$ cat src/shared/pllcfg_params.svh
/*
  Constants for the PLL divider configuration block: register offsets, control field
  positions, reset values, divider tables and timing counts.
  Assumes it is included by bare name from the shared folder.
*/
`ifndef PLLCFG_PARAMS_SVH
`define PLLCFG_PARAMS_SVH

`define PLLCFG_CLOCK_MHZ 250
`define PLLCFG_LOCK_TIME_MS 10
`define PLLCFG_LOCK_CNT_W 22
`define PLLCFG_LOCK_CYCLES (`PLLCFG_LOCK_TIME_MS * 1000 * `PLLCFG_CLOCK_MHZ)

`define PLLCFG_ADDR_W 4
`define PLLCFG_REG_CTRL 4'h0
`define PLLCFG_REG_STATUS 4'h4
`define PLLCFG_REG_RATIO 4'h8
`define PLLCFG_REG_PERIOD 4'hc

`define PLLCFG_CTRL_SRC_LSB 0
`define PLLCFG_CTRL_BYPASS_BIT 2
`define PLLCFG_CTRL_RELOCK_BIT 3
`define PLLCFG_CTRL_SRC_RESET 2'h0
`define PLLCFG_CTRL_BYPASS_RESET 1'h0

`define PLLCFG_RESP_OKAY 2'h0
`define PLLCFG_RESP_SLVERR 2'h2

// Half ratios, one 5-bit entry per select code, code 0 in the low bits.
`define PLLCFG_FB_HALVES {5'h0a, 5'h0a, 5'h08, 5'h06, 5'h05, 5'h04, 5'h03, 5'h02}
`define PLLCFG_A_HALVES {5'h06, 5'h04, 5'h03, 5'h02}
`define PLLCFG_B_HALVES {5'h05, 5'h04, 5'h03, 5'h02}
`define PLLCFG_C_HALVES {5'h04, 5'h03, 5'h02, 5'h01}
`define PLLCFG_FB_DIV1_MAX_CODE 3'h5

`define PLLCFG_GAP_MAX 16'hffff

`endif

$ cat src/shared/pllcfg_pkg.sv
/*
  Types shared by the PLL divider configuration block.
  Assumes nothing of its surroundings.
*/
`default_nettype none

package pllcfg_pkg;
  typedef logic [2:0] pllcfg_fb_sel_t;
  typedef logic [1:0] pllcfg_bank_sel_t;
  typedef logic [4:0] pllcfg_half_t;
  typedef logic [7:0] pllcfg_ratio_t;
  typedef enum logic [1:0] {
    PLLCFG_SRC_IN0 = 2'h0,
    PLLCFG_SRC_IN1 = 2'h1,
    PLLCFG_SRC_CRYSTAL_REFERENCE = 2'h2,
    PLLCFG_SRC_CRYSTAL_REFERENCE_ALT = 2'h3
  } pllcfg_src_e;
  typedef enum logic [1:0] {
    PLLCFG_LK_HUNT = 2'h0,
    PLLCFG_LK_SETTLE = 2'h1,
    PLLCFG_LK_LOCKED = 2'h3
  } pllcfg_lock_e;
endpackage

`default_nettype wire

$ cat src/pllcfg_divider.sv
/*
  Even-ratio clock divider driven by one-cycle tick pulses; the output toggles every
  half ticks, so its period is twice half ticks.
  Assumes tick is synchronous to clock and half is never zero.
*/
`default_nettype none

module pllcfg_divider (
  input wire logic clock,
  input wire logic reset,
  input wire logic tick,
  input wire pllcfg_pkg::pllcfg_half_t half,
  output logic div_out
);
  import pllcfg_pkg::*;

  pllcfg_half_t count_r;
  logic out_r;

  // A ratio cut below the count while counting rolls over at once, so no long glitch period appears.
  always_ff @(posedge clock) begin
    if (reset) begin
      count_r <= 5'h00;
      out_r <= 1'b0;
    end else if (tick) begin
      if (count_r >= half - 5'h01) begin
        count_r <= 5'h00;
        out_r <= ~out_r;
      end else begin
        count_r <= count_r + 5'h01;
      end
    end
  end

  assign div_out = out_r;
endmodule

`default_nettype wire

$ cat src/pllcfg_lock_timer.sv
/*
  Lock tracker for the loop model: declares lock a fixed count of cycles after the last
  restart once a reference edge has been seen, and drops it when the reference is lost.
  Assumes restart and ref_tick are one-cycle pulses on clock.
*/
`default_nettype none
`include "pllcfg_params.svh"

module pllcfg_lock_timer #(
  parameter logic [`PLLCFG_LOCK_CNT_W-1:0] LOCK_CYCLES = `PLLCFG_LOCK_CNT_W'(`PLLCFG_LOCK_CYCLES)
) (
  input wire logic clock,
  input wire logic reset,
  input wire logic restart,
  input wire logic ref_tick,
  input wire logic ref_lost,
  output logic locked
);
  import pllcfg_pkg::*;

  pllcfg_lock_e state_r;
  logic [`PLLCFG_LOCK_CNT_W-1:0] count_r;
  logic at_end;

  assign at_end = (count_r == LOCK_CYCLES - `PLLCFG_LOCK_CNT_W'(1));

  always_ff @(posedge clock) begin
    if (reset || restart) begin
      state_r <= PLLCFG_LK_HUNT;
    end else begin
      case (state_r)
        PLLCFG_LK_HUNT: begin
          if (ref_tick) begin
            state_r <= PLLCFG_LK_SETTLE;
          end
        end
        PLLCFG_LK_SETTLE: begin
          if (ref_lost) begin
            state_r <= PLLCFG_LK_HUNT;
          end else if (at_end) begin
            state_r <= PLLCFG_LK_LOCKED;
          end
        end
        PLLCFG_LK_LOCKED: begin
          if (ref_lost) begin
            state_r <= PLLCFG_LK_HUNT;
          end
        end
        default: begin
          state_r <= PLLCFG_LK_HUNT;
        end
      endcase
    end
  end

  // The count runs from the restart, not from the first edge, so lock never comes later
  // than the lock time when the reference is already present.
  always_ff @(posedge clock) begin
    if (reset || restart || (ref_lost && state_r != PLLCFG_LK_HUNT)) begin
      count_r <= '0;
    end else if (state_r != PLLCFG_LK_LOCKED && !at_end) begin
      count_r <= count_r + `PLLCFG_LOCK_CNT_W'(1);
    end
  end

  assign locked = (state_r == PLLCFG_LK_LOCKED);
endmodule

`default_nettype wire

$ cat src/pllcfg_top.sv
/*
  Digital divider chain around the clock generator loop: reference selection, loop
  model, bypass, post-divider, feedback and three bank dividers, lock tracking and an
  AXI4-Lite register slave.
  Assumes one 250 MHz clock, synchronous active-high reset, and reference pins slow
  enough (well under a quarter of the clock) to be sampled as levels.
*/
// The AXI4-Lite slave port and the register offsets were left to the implementer.
`default_nettype none
`include "pllcfg_params.svh"

module pllcfg_top #(
  parameter logic [`PLLCFG_LOCK_CNT_W-1:0] LOCK_CYCLES = `PLLCFG_LOCK_CNT_W'(`PLLCFG_LOCK_CYCLES)
) (
  input wire logic clock,
  input wire logic reset,
  input wire logic [`PLLCFG_ADDR_W-1:0] s_axi_awaddr,
  input wire logic s_axi_awvalid,
  output logic s_axi_awready,
  input wire logic [31:0] s_axi_wdata,
  input wire logic [3:0] s_axi_wstrb,
  input wire logic s_axi_wvalid,
  output logic s_axi_wready,
  output logic [1:0] s_axi_bresp,
  output logic s_axi_bvalid,
  input wire logic s_axi_bready,
  input wire logic [`PLLCFG_ADDR_W-1:0] s_axi_araddr,
  input wire logic s_axi_arvalid,
  output logic s_axi_arready,
  output logic [31:0] s_axi_rdata,
  output logic [1:0] s_axi_rresp,
  output logic s_axi_rvalid,
  input wire logic s_axi_rready,
  input wire logic ref_clock_in_0,
  input wire logic ref_clock_in_1,
  input wire logic crystal_reference,
  input wire logic osc_postdiv_select,
  input wire pllcfg_pkg::pllcfg_fb_sel_t feedback_ratio_select,
  input wire pllcfg_pkg::pllcfg_bank_sel_t first_bank_ratio_select,
  input wire pllcfg_pkg::pllcfg_bank_sel_t second_bank_ratio_select,
  input wire pllcfg_pkg::pllcfg_bank_sel_t third_bank_ratio_select,
  output logic first_bank_out,
  output logic second_bank_out,
  output logic third_bank_out,
  output logic loop_return_out,
  output logic pll_locked
);
  import pllcfg_pkg::*;

  localparam logic [39:0] FB_HALVES = `PLLCFG_FB_HALVES;
  localparam logic [19:0] A_HALVES = `PLLCFG_A_HALVES;
  localparam logic [19:0] B_HALVES = `PLLCFG_B_HALVES;
  localparam logic [19:0] C_HALVES = `PLLCFG_C_HALVES;

  // Pin synchronisers: every pin is asynchronous to clock.
  logic [12:0] pin_s1_r;
  logic [12:0] pin_s2_r;
  logic [2:0] ref_d_r;
  always_ff @(posedge clock) begin
    if (reset) begin
      pin_s1_r <= 13'h0000;
      pin_s2_r <= 13'h0000;
      ref_d_r <= 3'h0;
    end else begin
      pin_s1_r <= {crystal_reference, ref_clock_in_1, ref_clock_in_0, osc_postdiv_select, feedback_ratio_select,
                   first_bank_ratio_select, second_bank_ratio_select, third_bank_ratio_select};
      pin_s2_r <= pin_s1_r;
      ref_d_r <= pin_s2_r[12:10];
    end
  end

  logic [2:0] ref_edge;
  logic post2;
  pllcfg_fb_sel_t fb_sel;
  pllcfg_bank_sel_t a_sel;
  pllcfg_bank_sel_t b_sel;
  pllcfg_bank_sel_t c_sel;
  assign ref_edge = pin_s2_r[12:10] & ~ref_d_r;
  assign post2 = pin_s2_r[9];
  assign fb_sel = pin_s2_r[8:6];
  assign a_sel = pin_s2_r[5:4];
  assign b_sel = pin_s2_r[3:2];
  assign c_sel = pin_s2_r[1:0];

  // Control register state.
  pllcfg_src_e src_r;
  logic bypass_r;
  logic relock_r;

  logic ref_tick;
  always_comb begin
    case (src_r)
      PLLCFG_SRC_IN0: ref_tick = ref_edge[0];
      PLLCFG_SRC_IN1: ref_tick = ref_edge[1];
      default: ref_tick = ref_edge[2];
    endcase
  end

  // Ratio tables, codes ascending onto ratios.
  pllcfg_half_t fb_half;
  pllcfg_half_t a_half;
  pllcfg_half_t b_half;
  pllcfg_half_t c_half;
  assign fb_half = FB_HALVES[6'(fb_sel) * 6'h05 +: 5];
  assign a_half = A_HALVES[5'(a_sel) * 5'h05 +: 5];
  assign b_half = B_HALVES[5'(b_sel) * 5'h05 +: 5];
  assign c_half = C_HALVES[5'(c_sel) * 5'h05 +: 5];

  function automatic pllcfg_ratio_t eff_ratio(input pllcfg_half_t half, input logic by_two);
    eff_ratio = by_two ? {1'b0, half, 2'b00} : {2'b00, half, 1'b0};
  endfunction

  pllcfg_ratio_t fb_eff;
  logic cfg_err;
  assign fb_eff = eff_ratio(fb_half, post2);
  assign cfg_err = !post2 && (fb_sel > `PLLCFG_FB_DIV1_MAX_CODE);

  // Reference period measurement; a long silence counts as a lost reference.
  logic [15:0] gap_r;
  logic [15:0] period_r;
  logic ref_lost;
  assign ref_lost = (gap_r == `PLLCFG_GAP_MAX);
  always_ff @(posedge clock) begin
    if (reset) begin
      gap_r <= 16'h0000;
      period_r <= 16'h0000;
    end else if (ref_tick) begin
      gap_r <= 16'h0000;
      period_r <= ref_lost ? 16'h0000 : gap_r + 16'h0001;
    end else if (ref_lost) begin
      period_r <= 16'h0000;
    end else begin
      gap_r <= gap_r + 16'h0001;
    end
  end

  // Loop model: a rate multiplier emitting fb_eff ticks per reference period. Tick rate is
  // capped at one per clock, so oscillator rates above the clock are compressed.
  logic [15:0] acc_r;
  logic [16:0] acc_sum;
  logic [16:0] acc_diff;
  logic vco_tick;
  assign acc_sum = {1'b0, acc_r} + {9'h000, fb_eff};
  assign acc_diff = acc_sum - {1'b0, period_r};
  assign vco_tick = (period_r != 16'h0000) && (acc_sum >= {1'b0, period_r});
  always_ff @(posedge clock) begin
    if (reset || period_r == 16'h0000) begin
      acc_r <= 16'h0000;
    end else if (vco_tick) begin
      acc_r <= (acc_diff >= {1'b0, period_r}) ? period_r - 16'h0001 : acc_diff[15:0];
    end else begin
      acc_r <= acc_sum[15:0];
    end
  end

  // Bypass takes the reference edges straight into the post-divider.
  logic src_tick;
  assign src_tick = bypass_r ? ref_tick : vco_tick;

  logic post_phase_r;
  logic post_tick;
  always_ff @(posedge clock) begin
    if (reset || !post2) begin
      post_phase_r <= 1'b0;
    end else if (src_tick) begin
      post_phase_r <= ~post_phase_r;
    end
  end
  assign post_tick = src_tick && (!post2 || post_phase_r);

  // One divider per path: 0 feedback, 1 to 3 the banks, all fed from the post-divider.
  pllcfg_half_t div_half [4];
  logic [3:0] div_out;
  assign div_half[0] = fb_half;
  assign div_half[1] = a_half;
  assign div_half[2] = b_half;
  assign div_half[3] = c_half;
  genvar gi;
  generate
    for (gi = 0; gi < 4; gi++) begin : g_div
      pllcfg_divider u_div (
        .clock(clock),
        .reset(reset),
        .tick(post_tick),
        .half(div_half[gi]),
        .div_out(div_out[gi])
      );
    end
  endgenerate
  assign loop_return_out = div_out[0];
  assign first_bank_out = div_out[1];
  assign second_bank_out = div_out[2];
  assign third_bank_out = div_out[3];

  // Any change to the loop-shaping configuration restarts lock acquisition.
  logic [5:0] cfg_q_r;
  logic cfg_changed;
  assign cfg_changed = ({post2, fb_sel, src_r} != cfg_q_r);
  always_ff @(posedge clock) begin
    if (reset) begin
      cfg_q_r <= 6'h00;
    end else begin
      cfg_q_r <= {post2, fb_sel, src_r};
    end
  end

  pllcfg_lock_timer #(.LOCK_CYCLES(LOCK_CYCLES)) u_lock (
    .clock(clock),
    .reset(reset),
    .restart(cfg_changed || relock_r),
    .ref_tick(ref_tick),
    .ref_lost(ref_lost || cfg_err),
    .locked(pll_locked)
  );

  // AXI4-Lite write path: address and data are held independently, in either order.
  logic aw_held_r;
  logic w_held_r;
  logic [`PLLCFG_ADDR_W-1:0] awaddr_r;
  logic [31:0] wdata_r;
  logic [3:0] wstrb_r;
  logic bvalid_r;
  logic [1:0] bresp_r;
  logic do_write;
  logic wr_ctrl;
  assign s_axi_awready = !aw_held_r;
  assign s_axi_wready = !w_held_r;
  assign do_write = aw_held_r && w_held_r && !bvalid_r;
  assign wr_ctrl = do_write && (awaddr_r[3:2] == `PLLCFG_REG_CTRL >> 2) && wstrb_r[0];

  always_ff @(posedge clock) begin
    if (reset) begin
      aw_held_r <= 1'b0;
      w_held_r <= 1'b0;
      awaddr_r <= 4'h0;
      wdata_r <= 32'h00000000;
      wstrb_r <= 4'h0;
    end else begin
      if (s_axi_awvalid && !aw_held_r) begin
        aw_held_r <= 1'b1;
        awaddr_r <= s_axi_awaddr;
      end else if (do_write) begin
        aw_held_r <= 1'b0;
      end
      if (s_axi_wvalid && !w_held_r) begin
        w_held_r <= 1'b1;
        wdata_r <= s_axi_wdata;
        wstrb_r <= s_axi_wstrb;
      end else if (do_write) begin
        w_held_r <= 1'b0;
      end
    end
  end

  always_ff @(posedge clock) begin
    if (reset) begin
      bvalid_r <= 1'b0;
      bresp_r <= `PLLCFG_RESP_OKAY;
    end else if (do_write) begin
      bvalid_r <= 1'b1;
      bresp_r <= (awaddr_r[3:2] == `PLLCFG_REG_CTRL >> 2) ? `PLLCFG_RESP_OKAY : `PLLCFG_RESP_SLVERR;
    end else if (s_axi_bready) begin
      bvalid_r <= 1'b0;
    end
  end
  assign s_axi_bvalid = bvalid_r;
  assign s_axi_bresp = bresp_r;

  always_ff @(posedge clock) begin
    if (reset) begin
      src_r <= pllcfg_src_e'(`PLLCFG_CTRL_SRC_RESET);
      bypass_r <= `PLLCFG_CTRL_BYPASS_RESET;
      relock_r <= 1'b0;
    end else begin
      relock_r <= wr_ctrl && wdata_r[`PLLCFG_CTRL_RELOCK_BIT];
      if (wr_ctrl) begin
        src_r <= pllcfg_src_e'(wdata_r[`PLLCFG_CTRL_SRC_LSB +: 2]);
        bypass_r <= wdata_r[`PLLCFG_CTRL_BYPASS_BIT];
      end
    end
  end

  // AXI4-Lite read path: one read outstanding, data registered.
  logic rvalid_r;
  logic [31:0] rdata_r;
  logic [1:0] rresp_r;
  logic [31:0] rd_mux;
  logic rd_hit;
  always_comb begin
    rd_hit = 1'b1;
    case (s_axi_araddr)
      `PLLCFG_REG_CTRL: rd_mux = {29'h00000000, bypass_r, src_r};
      `PLLCFG_REG_STATUS: rd_mux = {28'h0000000, bypass_r, post2, cfg_err, pll_locked};
      `PLLCFG_REG_RATIO: rd_mux = {eff_ratio(c_half, post2), eff_ratio(b_half, post2),
                                   eff_ratio(a_half, post2), fb_eff};
      `PLLCFG_REG_PERIOD: rd_mux = {16'h0000, period_r};
      default: begin
        rd_mux = 32'h00000000;
        rd_hit = 1'b0;
      end
    endcase
  end
  assign s_axi_arready = !rvalid_r;
  always_ff @(posedge clock) begin
    if (reset) begin
      rvalid_r <= 1'b0;
      rdata_r <= 32'h00000000;
      rresp_r <= `PLLCFG_RESP_OKAY;
    end else if (s_axi_arvalid && !rvalid_r) begin
      rvalid_r <= 1'b1;
      rdata_r <= rd_mux;
      rresp_r <= rd_hit ? `PLLCFG_RESP_OKAY : `PLLCFG_RESP_SLVERR;
    end else if (s_axi_rready) begin
      rvalid_r <= 1'b0;
    end
  end
  assign s_axi_rvalid = rvalid_r;
  assign s_axi_rdata = rdata_r;
  assign s_axi_rresp = rresp_r;
endmodule

`default_nettype wire

$ cat config.mk
export PLATFORM = sky130hd
export DESIGN_NAME = pllcfg_top
export DESIGN_NICKNAME = d
export VERILOG_FILES = /design/src/shared/pllcfg_pkg.sv /design/src/pllcfg_divider.sv /design/src/pllcfg_lock_timer.sv /design/src/pllcfg_top.sv
export VERILOG_INCLUDE_DIRS = /design/src /design/src/shared
export SDC_FILE = /design/constraint.sdc
export NUM_CORES = 1
export LEC_CHECK = 0
export BUFFER_PORTS_ARGS = -buffer_cell sky130_fd_sc_hd__clkbuf_2
export CAP_MARGIN = 20
export CORE_ASPECT_RATIO = 1.5
export CORE_MARGIN = 3
export CORE_UTILIZATION = 40
export CTS_CLUSTER_DIAMETER = 40
export DETAILED_ROUTE_END_ITERATION = 16
export SLEW_MARGIN = 20
export SYNTH_ARGS = -nofsm -noshare
export SYNTH_HDL_FRONTEND = slang
export SYNTH_SLANG_ARGS = --single-unit
$ cat constraint.sdc
create_clock -name clock -period 7.3 [get_ports clock]
set_clock_uncertainty 0.1 [all_clocks]
set_input_delay 0.73 -clock clock [delete_from_list [all_inputs] [get_ports clock]]
set_output_delay 0.73 -clock clock [all_outputs]
set_load 0.02 [all_outputs]
==> impl_metrics.xml <==
<?xml version="1.0" encoding="UTF-8"?>
<metrics>
  <group name="logic_synthesis">
    <metric name="synth_enable_flop_cells" unit="">0</metric>
    <metric name="yosysUniqueCellTypes" unit="">68</metric>
    <metric name="synth.top_cell.area_share" unit="%">36.65</metric>
    <metric name="async_reset_ff_share" unit="%">0</metric>
    <metric name="synth_largest_area_cell" unit="">sky130_fd_sc_hd__dfxtp_1</metric>
    <metric name="synth_cells" unit="">1107</metric>
    <metric name="syn_area_per_cell" unit="um2">8.536</metric>
    <metric name="post_synth_top_flop" unit="">sky130_fd_sc_hd__dfxtp_1</metric>
    <metric name="yosysWarningCount" unit="">0</metric>
    <metric name="ys_seq_area_share" unit="%">36.65</metric>
    <metric name="largest_cells_by_area_after_synthesis" unit="">sky130_fd_sc_hd__dfxtp_1 37%, sky130_fd_sc_hd__ha_1 9.7%, sky130_fd_sc_hd__xnor2_1 4.3%, sky130_fd_sc_hd__nor2_1 4.1%, sky130_fd_sc_hd__a21oi_1 3.9%</metric>
    <metric name="syn_area" unit="mm2">0.009449</metric>
    <metric name="synth-seq-cells" unit="">173</metric>
  </group>
  <group name="timing">
    <metric name="post-route-min-period" unit="ns">6.573</metric>
    <metric name="drv_slew" unit="">0</metric>
    <metric name="slew_headroom" unit="%">43.44</metric>
    <metric name="setup_tns" unit="ns">0</metric>
    <metric name="fmaxAchievable" unit="MHz">152.1</metric>
    <metric name="holdWs" unit="ns">0.3326</metric>
    <metric name="final_setup_violations" unit="">0</metric>
    <metric name="final_worst_path_period_share" unit="%">90.05</metric>
    <metric name="grt_setup_unrepaired" unit="">false</metric>
    <metric name="final-hold-violation-count" unit="">0</metric>
    <metric name="tightest_slew" unit="ns">0.8483</metric>
  </group>
  <group name="grt">
    <metric name="grt_max_degree" unit="">70</metric>
    <metric name="grt_antenna_before_repair" unit="">0</metric>
    <metric name="grt_overflow" unit="">0</metric>
    <metric name="grt_util_all_layers" unit="%">18.00</metric>
    <metric name="grt_first_pass_wirelength" unit="um">37380</metric>
    <metric name="first_global_vias" unit="">7484</metric>
  </group>
  <group name="cts">
    <metric name="clock_tree.root_cell" unit="">sky130_fd_sc_hd__clkbuf_16</metric>
    <metric name="clock_sinks" unit="">173</metric>
    <metric name="ctsLongestPathBuffers" unit="">2</metric>
    <metric name="hold_buffers" unit="">0</metric>
    <metric name="clk-insertion-delay-late" unit="ns">0.43</metric>
    <metric name="htreeDepth" unit="">4</metric>
    <metric name="postCtsSetupBuffers" unit="">0</metric>
    <metric name="cts_tree" unit="">yes</metric>
    <metric name="clk_pin_slew_worst_paths" unit="ns">0.06</metric>
    <metric name="post_cts.resized_instances" unit="">0</metric>
    <metric name="numCtsBuffers" unit="">17</metric>
  </group>
  <group name="finish">
    <metric name="num_antenna_cells" unit="">0</metric>
    <metric name="drive_above_1_share" unit="%">10.16</metric>
    <metric name="design.final.nets" unit="">1299</metric>
    <metric name="area_growth_syn_to_layout" unit="%">12.78</metric>
    <metric name="finish.instance_area" unit="mm2">0.01066</metric>
    <metric name="fillers" unit="">2310</metric>
  </group>
  <group name="die">
    <metric name="die_x" unit="um">131.5</metric>
    <metric name="row_count" unit="">68</metric>
    <metric name="floorplan.initialDensity" unit="%">40.83</metric>
    <metric name="die_area" unit="mm2">0.02554</metric>
    <metric name="floorplan.io_pins" unit="">110</metric>
    <metric name="fp.dieH" unit="um">194.2</metric>
    <metric name="core_region_area" unit="mm2">0.02314</metric>
  </group>
  <group name="critical_path">
    <metric name="critical_path.startpoint_type" unit="">flip-flop</metric>
    <metric name="setup.worst_path.end_class" unit="">flip-flop</metric>
    <metric name="r2r_cells" unit="">25</metric>
    <metric name="critical_path.max_fanout" unit="">10</metric>
    <metric name="cp_data_required_time" unit="ns">7.49</metric>
    <metric name="cp.arrival" unit="ns">6.76</metric>
    <metric name="timing_worst_setup_path_type" unit="">reg -&gt; reg</metric>
  </group>
  <group name="pwr">
    <metric name="total_leakage_power" unit="nW">4.451</metric>
    <metric name="power-per-cell-area" unit="mW/mm2">308.7</metric>
    <metric name="max-vdd-ir-drop" unit="uV">157.6</metric>
  </group>
  <group name="worst_hold_path">
    <metric name="hold_class" unit="">reg -&gt; reg</metric>
    <metric name="timing.hold.worst_path_depth" unit="">1</metric>
  </group>
  <group name="drt">
    <metric name="vias_per_cell" unit="">5.265</metric>
    <metric name="post_route_drc_violation_count" unit="">0</metric>
    <metric name="avg_wl_per_cell" unit="um">15.56</metric>
    <metric name="iteration_0_drc_count_of_the_detailed_router" unit="">329</metric>
    <metric name="detailedRoute.firstPassIterationCount" unit="">4</metric>
    <metric name="route.final.wire_length" unit="um">23120</metric>
    <metric name="drt.antenna.violating_nets" unit="">0</metric>
    <metric name="dr_total_vias" unit="">7824</metric>
  </group>
  <group name="placement">
    <metric name="portBuffers" unit="">66</metric>
    <metric name="placed_area" unit="mm2">0.01005</metric>
    <metric name="dp_hpwl" unit="um">17500</metric>
    <metric name="gpl.final_weighted_congestion" unit="">0.9028</metric>
  </group>
  <group name="job">
    <metric name="maxCapViolCount" unit="">0</metric>
  </group>
  <group name="run_status">
    <metric name="outcome" unit="">finished clean</metric>
  </group>
</metrics>
-- registers in the layout, summed over array words and instances (netlist names), 2 cells and up --
name / count
g_div.u_div.count_r: 20
pin_s1_r: 13
awaddr_r: 2
ref_d_r: 3
u_lock.count_r: 22
g_div.u_div.div_out: 4
pin_s2_r: 13
acc_r: 16
u_lock.state_r: 2
s_axi_rdata: 24
gap_r: 16
wdata_r: 4
src_r: 2
period_r: 16
cfg_q_r: 6
-- cells by family after synthesis --
family | share of synthesized area (%)
other | 0.07948
xor gates and xnor gates | 7.415
muxes | 3.867
adders and majority gates | 10.09
and+or+nand+nor | 21.21
buffers and inverters | 4.939
DFF | 36.65
AOI/OAI and AO/OA | 15.74
-- cell usage after synthesis (3+ instances only) --
library cell	instances
sky130_fd_sc_hd__clkbuf_1	35
sky130_fd_sc_hd__nand4b_1	3
sky130_fd_sc_hd__buf_1	4
sky130_fd_sc_hd__dfxtp_1	173
sky130_fd_sc_hd__or4_1	3
sky130_fd_sc_hd__xor2_1	34
sky130_fd_sc_hd__nor2b_1	48
sky130_fd_sc_hd__o21bai_1	5
sky130_fd_sc_hd__o21a_1	6
sky130_fd_sc_hd__nor4b_1	3
sky130_fd_sc_hd__nand3_1	56
sky130_fd_sc_hd__mux2_2	4
sky130_fd_sc_hd__and3_1	13
sky130_fd_sc_hd__a21o_1	20
sky130_fd_sc_hd__xnor2_1	46
sky130_fd_sc_hd__a22oi_1	7
sky130_fd_sc_hd__o31ai_1	5
sky130_fd_sc_hd__a211o_1	11
sky130_fd_sc_hd__o41ai_1	6
sky130_fd_sc_hd__or3_1	14
sky130_fd_sc_hd__o21ai_0	41
sky130_fd_sc_hd__a21oi_1	73
sky130_fd_sc_hd__nor3_1	25
sky130_fd_sc_hd__nor4_1	5
sky130_fd_sc_hd__a31oi_1	12
sky130_fd_sc_hd__nand2_1	85
sky130_fd_sc_hd__and4_1	5
sky130_fd_sc_hd__buf_4	13
sky130_fd_sc_hd__and2_1	6
sky130_fd_sc_hd__a211oi_1	12
sky130_fd_sc_hd__ha_1	73
sky130_fd_sc_hd__mux2i_1	32
sky130_fd_sc_hd__nand2b_1	11
sky130_fd_sc_hd__o22ai_1	4
sky130_fd_sc_hd__o21ai_1	3
sky130_fd_sc_hd__nor2_1	103
sky130_fd_sc_hd__nand4_1	11
sky130_fd_sc_hd__a221oi_1	5
sky130_fd_sc_hd__inv_1	52
-- per-stage QoR --
stage | power, mW | utilization (%) | worst slack (ns) | std cells
final | 3.290 | 46.05 | 0.7266 | 1486
after global placement | 2.353 | 43.41 | 0.8605 | 1456
after floorplan | 2.075 | - | 1.357 | 1118
after detailed placement | 2.363 | 43.41 | 0.7875 | 1456
after global routing | 3.507 | 46.05 | 0.3047 | 1486
after CTS | 3.322 | 46.05 | 0.7529 | 1486
-- final cells by class --
class	instances	area [um2]	area share [%]
Clock inverter	6	107.6	1.010
Timing Repair Buffer	78	422.9	3.969
Inverter	52	195.2	1.832
Tap cell	315	394.1	3.698
Sequential cell	173	3463	32.50
Clock buffer	24	501.7	4.708
Multi-Input combinational cell	838	5572	52.28
-- report_power, final --
| part | total (mW) | leakage, nW | internal (mW) | switching (mW) |
|---|---|---|---|---|
| clock network | 0.942 | 0.298 | 0.580 | 0.362 |
| logic | 1.29 | 2.74 | 0.544 | 0.750 |
| registers | 1.05 | 1.41 | 1.00 | 0.0501 |
| total | 3.29 | 4.45 | 2.13 | 1.16 |
-- path summary, 6_finish.rpt --
check / start / to / slack [ns]
setup / recovery: pin_s2_r[8] / acc_r[15] / 0.73
hold reg to reg: pin_s1_r[10] / pin_s2_r[10] / 0.33
setup reg to reg: pin_s2_r[8] / acc_r[15] / 0.73
hold / removal: pin_s1_r[10] / pin_s2_r[10] / 0.33
-- per-layer routing --
layer / track usage (%) / share of wire [%]
met1: 19.92 / 42
met2: 33.31 / 52
met3: 2.908 / 2.6
met4: 8.486 / 3.4
met5: 0 / 0
-- cell usage in the layout (no fill, tap or decap), types with 11 or more instances in the layout --
cell type,instances
sky130_fd_sc_hd__a21oi_1,73
sky130_fd_sc_hd__and3_1,13
sky130_fd_sc_hd__conb_1,13
sky130_fd_sc_hd__o21ai_0,40
sky130_fd_sc_hd__nand2b_1,11
sky130_fd_sc_hd__nor2b_1,48
sky130_fd_sc_hd__ha_1,73
sky130_fd_sc_hd__or3_1,14
sky130_fd_sc_hd__a211o_1,11
sky130_fd_sc_hd__nand2_1,85
sky130_fd_sc_hd__inv_1,52
sky130_fd_sc_hd__buf_4,13
sky130_fd_sc_hd__clkbuf_16,17
sky130_fd_sc_hd__a31oi_1,12
sky130_fd_sc_hd__nand4_1,11
sky130_fd_sc_hd__xnor2_1,46
sky130_fd_sc_hd__nand3_1,56
sky130_fd_sc_hd__dfxtp_1,173
sky130_fd_sc_hd__a211oi_1,12
sky130_fd_sc_hd__nor3_1,24
sky130_fd_sc_hd__a21o_1,20
sky130_fd_sc_hd__mux2i_1,32
sky130_fd_sc_hd__nor2_1,103
sky130_fd_sc_hd__clkbuf_2,65
sky130_fd_sc_hd__xor2_1,34
-- worst max-delay path: stages, from the launching register on --
cell and delay [ns]:
sky130_fd_sc_hd__dfxtp_1 0.54, sky130_fd_sc_hd__nand2_1 0.12, sky130_fd_sc_hd__mux2i_1 0.19, sky130_fd_sc_hd__o21ai_0 0.28
sky130_fd_sc_hd__fa_1 0.53, sky130_fd_sc_hd__a21o_1 0.22, sky130_fd_sc_hd__a21oi_1 0.24, sky130_fd_sc_hd__nor2b_1 0.09
sky130_fd_sc_hd__o21ai_0 0.25, sky130_fd_sc_hd__xnor2_1 0.19, sky130_fd_sc_hd__ha_1 0.25, sky130_fd_sc_hd__a21oi_1 0.06
sky130_fd_sc_hd__a21oi_1 0.20, sky130_fd_sc_hd__o21ai_1 0.16, sky130_fd_sc_hd__o21ai_0 0.48, sky130_fd_sc_hd__a2111oi_0 0.21
sky130_fd_sc_hd__a41o_1 0.24, sky130_fd_sc_hd__or2_2 0.30, sky130_fd_sc_hd__ha_1 0.30, sky130_fd_sc_hd__a211o_1 0.14
sky130_fd_sc_hd__nor3_1 0.05, sky130_fd_sc_hd__a211o_1 0.29, sky130_fd_sc_hd__nand2_1 0.37, sky130_fd_sc_hd__buf_4 0.32
sky130_fd_sc_hd__mux2i_1 0.23, sky130_fd_sc_hd__o21ai_0 0.08
Note: power is estimated with default switching activity, not from simulation.
